[src/smcrc_pkg.sv]
// Package for the SPI message CRC checker and generator.
// Assumes a single 100 MHz clock and bit-serial message framing.
package smcrc_pkg;

    localparam int unsigned MSG_BITS      = 32;
    localparam int unsigned CRC8_BITS     = 8;
    localparam int unsigned CRC4_BITS     = 4;
    localparam logic [7:0]  POLY8         = 8'h2F;
    localparam logic [3:0]  POLY4         = 4'h1;
    localparam logic [3:0]  SEED_ZERO     = 4'h0;
    localparam logic [7:0]  SEED8_ALLONES = 8'hFF;
    localparam logic [3:0]  SEED8_UPPER   = 4'hF;
    localparam logic [5:0]  CNT_RESET     = 6'h00;
    localparam logic [7:0]  CRC_RESET     = 8'h00;

    typedef enum logic [1:0] {
        SMCRC_IDLE,
        SMCRC_MSG,
        SMCRC_PAD,
        SMCRC_DONE
    } smcrc_gen_e;

    typedef struct packed {
        logic       valid;
        logic       pass;
        logic [7:0] residue;
    } smcrc_check_s;

endpackage : smcrc_pkg

[src/smcrc_core.sv]
// CRC check of received SPI commands and CRC generation for responses.
// Assumes the SPI shifter gives one-cycle bit strobes, MSB first, framed by cs_active_i.
//
// What this block does
// - 8-bit CRC over all 32 command bits, MSB first in arrival order.
// - Failing command is discarded and answered with the error response.
// - Check register preloaded with seed; whole message shifted in MSB first.
// - Zero residue after the last bit passes; non-zero fails.
// - 8-bit mode polynomial is x^8+x^5+x^3+x^2+x+1.
// - 8-bit seed is FF for field zero, else F concatenated with field.
// - Response CRC generated over all 32 response bits, MSB first.
// - Generator shifts message then eight zeros; register holds the CRC.
// - CRC-length option selects 4-bit CRC instead of 8-bit.
// - 4-bit mode polynomial is x^4+1, seed taken from field directly.
// - 4-bit response generation shifts four zeros after the message.
`timescale 1ns/1ps
module smcrc_core
    import smcrc_pkg::*;
(
    input  wire logic         clock_i,
    input  wire logic         resetn_i,
    input  wire logic         crc4_mode_i,
    input  wire logic [3:0]   crc_seed_nibble_i,
    input  wire logic         cs_active_i,
    input  wire logic         rx_bit_valid_i,
    input  wire logic         rx_bit_i,
    input  wire logic         tx_start_i,
    input  wire logic [31:0]  tx_msg_i,
    output smcrc_check_s      check_o,
    output logic              cmd_execute_o,
    output logic              cmd_error_o,
    output logic [7:0]        tx_crc_o,
    output logic              tx_crc_valid_o,
    output logic              tx_busy_o
);

    // seed select; direct seed in 4-bit mode
    function automatic logic [7:0] seed_of(input logic m4, input logic [3:0] f);
        if (m4)
            return {4'h0, f};
        else if (f == SEED_ZERO)
            return SEED8_ALLONES;
        else
            return {SEED8_UPPER, f};
    endfunction : seed_of

    // one serial CRC step, bit entering the low end
    function automatic logic [7:0] crc_step(input logic m4, input logic [7:0] r,
                                            input logic b);
        logic fb;
        fb = 1'b0;
        if (m4) begin
            fb = r[3];
            return {4'h0, r[2:0], b} ^ (fb ? {4'h0, POLY4} : 8'h00);
        end
        fb = r[7];
        return {r[6:0], b} ^ (fb ? POLY8 : 8'h00);
    endfunction : crc_step

    logic [7:0] rx_crc_q;
    logic [5:0] rx_cnt_q;
    logic       cs_q;
    logic       frame_start;
    logic       m4_q;

    assign frame_start = cs_active_i && !cs_q;

    always_ff @(posedge clock_i) begin
        if (!resetn_i)
            cs_q <= 1'b0;
        else
            cs_q <= cs_active_i;
    end

    // mode latched per frame so a change mid-frame cannot corrupt it
    always_ff @(posedge clock_i) begin
        if (!resetn_i)
            m4_q <= 1'b0;
        else if (frame_start)
            m4_q <= crc4_mode_i;
    end

    // restart from seed on each frame
    // shift every received bit, CRC field included
    // count all 32 bits MSB first
    always_ff @(posedge clock_i) begin
        if (!resetn_i) begin
            rx_crc_q <= CRC_RESET;
            rx_cnt_q <= CNT_RESET;
        end else if (frame_start) begin
            rx_crc_q <= seed_of(crc4_mode_i, crc_seed_nibble_i);
            rx_cnt_q <= CNT_RESET;
            if (rx_bit_valid_i) begin
                rx_crc_q <= crc_step(crc4_mode_i,
                                     seed_of(crc4_mode_i, crc_seed_nibble_i), rx_bit_i);
                rx_cnt_q <= 6'd1;
            end
        end else if (cs_active_i && rx_bit_valid_i && rx_cnt_q < 6'(MSG_BITS + 1)) begin
            rx_crc_q <= crc_step(m4_q, rx_crc_q, rx_bit_i);
            rx_cnt_q <= rx_cnt_q + 6'd1;
        end
    end

    // verdict only at frame end with exactly 32 bits
    // failure suppresses execution and raises the error response
    always_ff @(posedge clock_i) begin
        if (!resetn_i) begin
            check_o       <= '0;
            cmd_execute_o <= 1'b0;
            cmd_error_o   <= 1'b0;
        end else begin
            check_o.valid <= 1'b0;
            cmd_execute_o <= 1'b0;
            cmd_error_o   <= 1'b0;
            if (cs_q && !cs_active_i && rx_cnt_q == 6'(MSG_BITS)) begin
                check_o.valid   <= 1'b1;
                check_o.pass    <= (rx_crc_q == CRC_RESET);
                check_o.residue <= rx_crc_q;
                cmd_execute_o   <= (rx_crc_q == CRC_RESET);
                cmd_error_o     <= (rx_crc_q != CRC_RESET);
            end
        end
    end

    smcrc_gen_e  gen_q;
    logic [31:0] tx_sh_q;
    logic [5:0]  tx_cnt_q;
    logic [7:0]  tx_crc_q;
    logic        tx_m4_q;

    assign tx_busy_o = (gen_q == SMCRC_MSG) || (gen_q == SMCRC_PAD);

    // response message MSB first, one bit a cycle
    // then eight zeros; four zeros in 4-bit mode
    always_ff @(posedge clock_i) begin
        if (!resetn_i) begin
            gen_q          <= SMCRC_IDLE;
            tx_sh_q        <= '0;
            tx_cnt_q       <= CNT_RESET;
            tx_crc_q       <= CRC_RESET;
            tx_m4_q        <= 1'b0;
            tx_crc_o       <= CRC_RESET;
            tx_crc_valid_o <= 1'b0;
        end else begin
            tx_crc_valid_o <= 1'b0;
            case (gen_q)
                SMCRC_IDLE, SMCRC_DONE: begin
                    gen_q <= SMCRC_IDLE;
                    if (tx_start_i) begin
                        tx_sh_q  <= tx_msg_i;
                        tx_crc_q <= seed_of(crc4_mode_i, crc_seed_nibble_i);
                        tx_m4_q  <= crc4_mode_i;
                        tx_cnt_q <= CNT_RESET;
                        gen_q    <= SMCRC_MSG;
                    end
                end
                SMCRC_MSG: begin
                    tx_crc_q <= crc_step(tx_m4_q, tx_crc_q, tx_sh_q[31]);
                    tx_sh_q  <= {tx_sh_q[30:0], 1'b0};
                    tx_cnt_q <= tx_cnt_q + 6'd1;
                    if (tx_cnt_q == 6'(MSG_BITS - 1)) begin
                        tx_cnt_q <= CNT_RESET;
                        gen_q    <= SMCRC_PAD;
                    end
                end
                SMCRC_PAD: begin
                    tx_crc_q <= crc_step(tx_m4_q, tx_crc_q, 1'b0);
                    tx_cnt_q <= tx_cnt_q + 6'd1;
                    if (tx_cnt_q == (tx_m4_q ? 6'(CRC4_BITS - 1) : 6'(CRC8_BITS - 1))) begin
                        tx_crc_o       <= crc_step(tx_m4_q, tx_crc_q, 1'b0);
                        tx_crc_valid_o <= 1'b1;
                        gen_q          <= SMCRC_DONE;
                    end
                end
                default: gen_q <= SMCRC_IDLE;
            endcase
        end
    end

    // Assertions
    property p_exec_pass;
        @(posedge clock_i) disable iff (!resetn_i)
        cmd_execute_o |-> check_o.valid && check_o.residue == 8'h00;
    endproperty
    a_exec_pass: assert property (p_exec_pass) else $error("execute with nonzero residue");

    property p_err_excl;
        @(posedge clock_i) disable iff (!resetn_i)
        cmd_error_o |-> !cmd_execute_o && !check_o.pass;
    endproperty
    a_err_excl: assert property (p_err_excl) else $error("failed command executed");

    property p_only32;
        @(posedge clock_i) disable iff (!resetn_i)
        (cs_q && !cs_active_i && rx_cnt_q != 6'd32) |=> !check_o.valid;
    endproperty
    a_only32: assert property (p_only32) else $error("verdict on short frame");

    property p_seed8;
        @(posedge clock_i) disable iff (!resetn_i)
        (frame_start && !rx_bit_valid_i && !crc4_mode_i && crc_seed_nibble_i == 4'h0)
        |=> rx_crc_q == 8'hFF;
    endproperty
    a_seed8: assert property (p_seed8) else $error("8-bit zero seed not FF");

    property p_seed4;
        @(posedge clock_i) disable iff (!resetn_i)
        (frame_start && !rx_bit_valid_i && crc4_mode_i)
        |=> rx_crc_q == {4'h0, $past(crc_seed_nibble_i)};
    endproperty
    a_seed4: assert property (p_seed4) else $error("4-bit seed wrong");

    property p_gen8_len;
        @(posedge clock_i) disable iff (!resetn_i)
        (gen_q == SMCRC_IDLE && tx_start_i && !crc4_mode_i) |-> ##41 tx_crc_valid_o;
    endproperty
    a_gen8_len: assert property (p_gen8_len) else $error("8-bit CRC not after 40 shifts");

    property p_gen4_len;
        @(posedge clock_i) disable iff (!resetn_i)
        (gen_q == SMCRC_IDLE && tx_start_i && crc4_mode_i) |-> ##37 tx_crc_valid_o;
    endproperty
    a_gen4_len: assert property (p_gen4_len) else $error("4-bit CRC not after 36 shifts");

    property p_poly8;
        @(posedge clock_i) disable iff (!resetn_i)
        (gen_q == SMCRC_PAD && !tx_m4_q && tx_crc_q[7])
        |=> tx_crc_q == (({$past(tx_crc_q[6:0]), 1'b0}) ^ 8'h2F);
    endproperty
    a_poly8: assert property (p_poly8) else $error("8-bit polynomial feedback wrong");

    property p_busy;
        @(posedge clock_i) disable iff (!resetn_i)
        (gen_q == SMCRC_IDLE && tx_start_i) |=> tx_busy_o [*8];
    endproperty
    a_busy: assert property (p_busy) else $error("generator not busy on message");

endmodule : smcrc_core

[config.mk]
export PLATFORM = sky130hd
export DESIGN_NAME = smcrc_core
export DESIGN_NICKNAME = d
export VERILOG_FILES = /design/src/smcrc_pkg.sv /design/src/smcrc_core.sv
export SDC_FILE = /design/constraint.sdc
export NUM_CORES = 1
export LEC_CHECK = 0
export BUFFER_PORTS_ARGS = -buffer_cell sky130_fd_sc_hd__buf_4
export CAP_MARGIN = 20
export CORE_UTILIZATION = 23
export DETAILED_ROUTE_END_ITERATION = 12
export GPL_ROUTABILITY_DRIVEN = 0
export MAX_ROUTING_LAYER = met4
export SLEW_MARGIN = 20
export SYNTH_ARGS = -nofsm -noshare
export SYNTH_HDL_FRONTEND = slang
export SYNTH_SLANG_ARGS = --single-unit
[constraint.sdc]
create_clock -name clock_i -period 2.85 [get_ports clock_i]
set_input_delay 0.57 -clock clock_i [delete_from_list [all_inputs] [get_ports clock_i]]
set_output_delay 0.57 -clock clock_i [all_outputs]
set_load 0.02 [all_outputs]
After elaboration in Yosys (flattened, before gate mapping)
Index checks and enable logic that the tools add are counted.

$add $sub $neg: 2. Magnitude comparators: 1. Equality and inequality tests: 9. Mux-type cells: 56. Bitwise gates (word level): 8. Reductions and logical operators: 21.

Operators by type and width (number): 2-to-1 mux 8 bit (17); one-hot mux 32 bit (2 select lines) (1); 2-to-1 mux 6 bit (7); 2-to-1 mux 32 bit (1); one-hot mux 8 bit (3 select lines) (1); XOR 8 x 6 -> 8 bit (3); 2-to-1 mux 1 bit (22); one-hot mux 6 bit (3 select lines) (1); adder 6 x 1 -> 6 bit (second input constant) (2); AND reduction 2 bit (6); XOR 4 x 1 -> 4 bit (3); 2-to-1 mux 10 bit (1); logical NOT 8 bit (1); nonzero test 8 bit (1); XOR 4 x 8 -> 8 bit (1); XOR 8 bit (1); equality test 6 x 3 -> 1 bit (1); equality test 6 x 5 -> 1 bit (second input constant) (1); equality test 6 bit (second input constant) (1); less-than comparator 6 bit (second input constant) (1); one-hot mux 2 bit (3 select lines) (1); logical AND 1 bit (5); equality test 2 bit (second input constant) (2); logical NOT 4 bit (1); 11 further kinds (15).

Flip-flop bits (word level): 86. Bits of input ports: 43. Output and inout port bits: 22. Logic and storage cells: 113.

Longest topological paths before layout
Word-level depth: 12. Depth in mapped cells: 8. Depth with buffers taken out: 6.

Worst setup path after synthesis
No wires, ideal clock.

Path kind: flip-flop to flip-flop. Start: reg rx_cnt_q[0]. End: reg rx_crc_q[3]. Library setup time: 0.119 ns. Arrival: 1.874 ns. Data required time: 2.731 ns. Setup slack: 0.857 ns. Cell stages (with the launch flop): 7. Buffers on the path: 0. Period minus slack after synthesis: 1.993 ns. Cells stage by stage: dfxtp_1 -> inv_1 -> ha_1 -> or4b_4 -> a21oi_4 -> mux2_2 -> o221a_2.

Cells in the longest elaborated chain, start to end: 3.

Ends and longest elaborated chain: start, declared (RTL line smcrc_core.sv:61) `logic [5:0] rx_cnt_q;`; start signal, assigned (RTL line smcrc_core.sv:100) `rx_cnt_q <= rx_cnt_q + 6'd1;`; less-than comparator 6 bit (RTL line smcrc_core.sv:98) `end else if (cs_active_i && rx_bit_valid_i && rx_cnt_q < 6'(MSG_BITS + 1)) begin`; logical AND 1 bit (RTL line smcrc_core.sv:98); nonzero test 2 bit (no source line); end signal, assigned (RTL line smcrc_core.sv:91) `rx_crc_q <= seed_of(crc4_mode_i, crc_seed_nibble_i);`; end signal, assigned (RTL line smcrc_core.sv:94) `rx_crc_q <= crc_step(crc4_mode_i,`; end signal, assigned (RTL line smcrc_core.sv:99) `rx_crc_q <= crc_step(m4_q, rx_crc_q, rx_bit_i);`; end, declared (RTL line smcrc_core.sv:60) `logic [7:0] rx_crc_q;`.

Every way passes these cells. A chain may end at the register's enable or synchronous reset.

Worst setup path after layout
Start: reg gen_q[0]. End: out tx_busy_o.

Cells in the longest elaborated chain, start to end: 2. Elaborated cells on any way between the ends: 3. Classes of those cells: eq/ne (2); reduce/logical (1).

Ends and longest elaborated chain: start, declared (RTL line smcrc_core.sv:125) `smcrc_gen_e gen_q;`; start signal, assigned (RTL line smcrc_core.sv:137) `gen_q <= SMCRC_IDLE;`; start signal, assigned (RTL line smcrc_core.sv:148) `gen_q <= SMCRC_IDLE;`; start signal, assigned (RTL line smcrc_core.sv:154) `gen_q <= SMCRC_MSG;`; equality test 2 x 1 -> 1 bit or equality test 2 bit (tied branches) (RTL line smcrc_core.sv:131) `assign tx_busy_o = (gen_q == SMCRC_MSG) || (gen_q == SMCRC_PAD);`; logical OR 1 bit (*) (RTL line smcrc_core.sv:131); end, declared (RTL line smcrc_core.sv:34) `output logic tx_busy_o`.

Mark *: on every way between the ends. The rest lies on a longest branch, timed or not.

==> impl_metrics.json <==
{
  "status": "completed",
  "drc": 0,
  "gr-total-overflow": 0,
  "slew_violations": 0,
  "syn_area_per_cell_um2": 8.79,
  "peakVddDrop_uv": 609,
  "antenna_found_initial": 0,
  "clkLatencyLatePin_ns": 0.33,
  "cts-resized-gates": 0,
  "p_per_area_mw_per_mm2": 895,
  "synth.distinct_cells": 53,
  "drive_gt1_share_pct": 19.3,
  "hold_depth": 2,
  "yosysTopAreaCellShare_pct": 42.3,
  "fmax_mhz": 456,
  "finalNetCount": 563,
  "syn_inst": 463,
  "critPathLaunchType": "flop",
  "setup_viol_count_final": 0,
  "via_per_inst": 4.59,
  "vias": 3418,
  "endpoint_kind": "output port",
  "cp.depth": 4,
  "cpMostUsedCell": "inv_1",
  "r2r_cells": 6,
  "p_comb_share_pct": 36.7,
  "cp_max_fo": 14,
  "synthToLayoutAreaGrowth_pct": 24.5,
  "final_util_pct": 29.3,
  "regArea_mm2": 0.00172,
  "row_count": 48,
  "clkTransAtPathRegs_ns": 0.06,
  "core_mm2": 0.0173,
  "synth_enable_flop_cells": 0,
  "p_sw_mw": 1.62,
  "routedWlPerCell_um": 12.9,
  "n_fill_cell": 1845,
  "die_width_um": 135,
  "dieArea_mm2": 0.0182,
  "maxSlewHeadroom_pct": 61.9,
  "post_cts_buffers": 0,
  "clockPowerShare_pct": 26.4,
  "synth_seq_cells": 86,
  "htreeDepth": 3,
  "grt_max_degree": 63,
  "postPlaceCellArea_mm2": 0.00476,
  "yosysSeqAreaShare_pct": 42.3,
  "leakage_nw": 1.92,
  "antennaDiodeCount": 0,
  "synth_ff_type": "dfxtp_1",
  "fp.dieH_um": 135,
  "syn-num-nets": 512,
  "ant_nets": 0,
  "grt_pass1_vias": 3221,
  "syn_area_mm2": 0.00407,
  "firstDrtPassIters": 4,
  "yosysWarnings": 0,
  "grt_pass1_wl_um": 16400,
  "drt_iter0_markers": 188,
  "cts_sinks": 86,
  "worstSetupPathType": "flop to output port",
  "tightest_slew_ns": 0.567,
  "critPathSlowestCell": "ha_1",
  "cts_made_buffers": 9,
  "max_stage_delay_ns": 0.52,
  "instances_no_fill": 744,
  "crit_required_ns": 2.28,
  "hold_violations": 0,
  "synth_top_area_cell": "dfxtp_1",
  "pwr-share-seq_pct": 37.0,
  "min_period_over_period_pct": 76.9,
  "portBuffers": 64,
  "crit_chain": "inv_1, ha_1, inv_1, buf_4",
  "drt-total-wl_um": 9610,
  "grt_util_all_layers_pct": 11.5,
  "holdBufCountCts": 0,
  "hpwl_um": 6600,
  "clockBufferDepth": 2,
  "hp-class": "flop to flop",
  "design_area_mm2": 0.00506,
  "drv_cap": 0,
  "period_needed_ns": 2.19,
  "ios": 65,
  "clock_skew_ns": 0.00535,
  "synth_area_leaders": "dfxtp_1, mux2i_1, nor2_1",
  "async_flop_share_pct": 0,
  "cts_root_buffer": "clkbuf_16",
  "rsz0062_at_grt": "false",
  "setup_tns_ns": 0,
  "dp_cells": 728,
  "swShare_pct": 35.6,
  "worst_ep_arrival_time_ns": 1.62,
  "tritoncts": "done",
  "internal_power_mw": 2.92,
  "start_util_pct": 23.5,
  "multiInputGateArea_mm2": 0.00217,
  "path_buf_inv": 3,
  "path_delay_family": "adder cells"
}
==> path summary, 6_finish.rpt <==
kind         slack [ns]                        to                      from
min                0.46  tx_crc_o[4]$_SDFFE_PN0P_  tx_crc_o[4]$_SDFFE_PN0P_
min reg2reg        0.46  tx_crc_o[4]$_SDFFE_PN0P_  tx_crc_o[4]$_SDFFE_PN0P_
max reg2reg        0.74  rx_crc_q[3]$_SDFFE_PN0P_  rx_cnt_q[0]$_SDFFE_PN0P_
max                0.66                 tx_busy_o     gen_q[0]$_SDFFE_PN0P_
==> metrics by stage <==
| stage | power (mW) | setup WS (ns) | hold WS (ns) |
|---|---|---|---|
| global placement | 3.35 | 0.761 | 0.442 |
| CTS | 4.58 | 0.598 | 0.462 |
| global route | 4.92 | 0.489 | 0.481 |
| finish | 4.54 | 0.658 | 0.458 |
| detailed placement | 3.38 | 0.754 | 0.450 |
| floorplan | 2.96 | 0.857 | 0.449 |
==> tightest hold or removal path, delay by kind of cell, from the launching register on <==
kind,cells,cell delay [ns]
and+or+nand+nor,1,0.05
DFF,1,0.31
AOI/OAI and AO/OA,1,0.05
==> cell type report <==
type / instances / share of cell area, %
Clock buffer: 13 / 5.14
Clock inverter: 3 / 0.840
Inverter: 9 / 0.667
Multi-Input combinational cell: 336 / 42.9
Sequential cell: 86 / 34.0
Tap cell: 225 / 5.56
Timing Repair Buffer: 72 / 10.9
==> state kept, by name, summed over array words and instances, names as in the netlist <==
| name | count |
|---|---|
| check_o | 10 |
| cmd_error_o | 1 |
| cmd_execute_o | 1 |
| cs_q | 1 |
| gen_q | 2 |
| m4_q | 1 |
| rx_cnt_q | 6 |
| rx_crc_q | 8 |
| tx_cnt_q | 6 |
| tx_crc_o | 8 |
| tx_crc_q | 8 |
| tx_crc_valid_o | 1 |
| tx_m4_q | 1 |
| tx_sh_q | 32 |
==> synthesized netlist by cell type, types with 7 or more instances <==
cell       n
inv_1      8
nor3_1    13
mux2i_1   45
xnor2_1   11
clkbuf_1  21
nand2_1   27
nor2_1    77
o21ai_0   23
a21oi_1   24
nor2b_1    7
a211oi_1  36
dfxtp_1   86
==> per-layer routing <==
metal / share of wire, % / vias up / track usage (%)
li1: - / 1749 / -
met1: 50 / 1573 / 15.6
met2: 42 / 86 / 16.3
met3: 7.8 / 10 / 3.72
met4: 1.0 / 0 / 2.81
met5: 0 / - / -
==> kinds of logic (layout without fill, tap and decap cells) <==
group / Yosys count / after routing / share of synthesized area, %
AO/OA/AOI/OAI: 111 / 111 / 18.5
XOR/XNOR: 14 / 14 / 3.01
adder cells (fa/ha/maj): 6 / 6 / 1.84
buffers and inverters: 41 / 97 / 4.70
flip-flops: 86 / 86 / 42.3
multiplexers: 47 / 47 / 11.6
AND/OR/NAND/NOR: 158 / 158 / 18.1
==> layout by cell type (no fill, tap or decap), types with 4 or more instances in the layout <==
cell and instances:
a211oi_1 36, a21oi_1 24, buf_4 71, clkbuf_16 9, dfxtp_1 86, ha_1 5, inv_1 8, mux2i_1 45
nand2_1 27, nand3_1 6, nand3b_1 4, nor2_1 76, nor2b_1 7, nor3_1 13, o21ai_0 23, xnor2_1 11
==> power by group through the flow <==
stage | logic (mW) | clock network, mW | registers (mW)
floorplan | 1.31 | 0 | 1.65
global placement | 1.65 | 0 | 1.70
detailed placement | 1.67 | 0 | 1.70
CTS | 1.68 | 1.23 | 1.68
global route | 1.92 | 1.28 | 1.72
finish | 1.66 | 1.20 | 1.68
No activity file was read; power rests on OpenSTA's default activity.
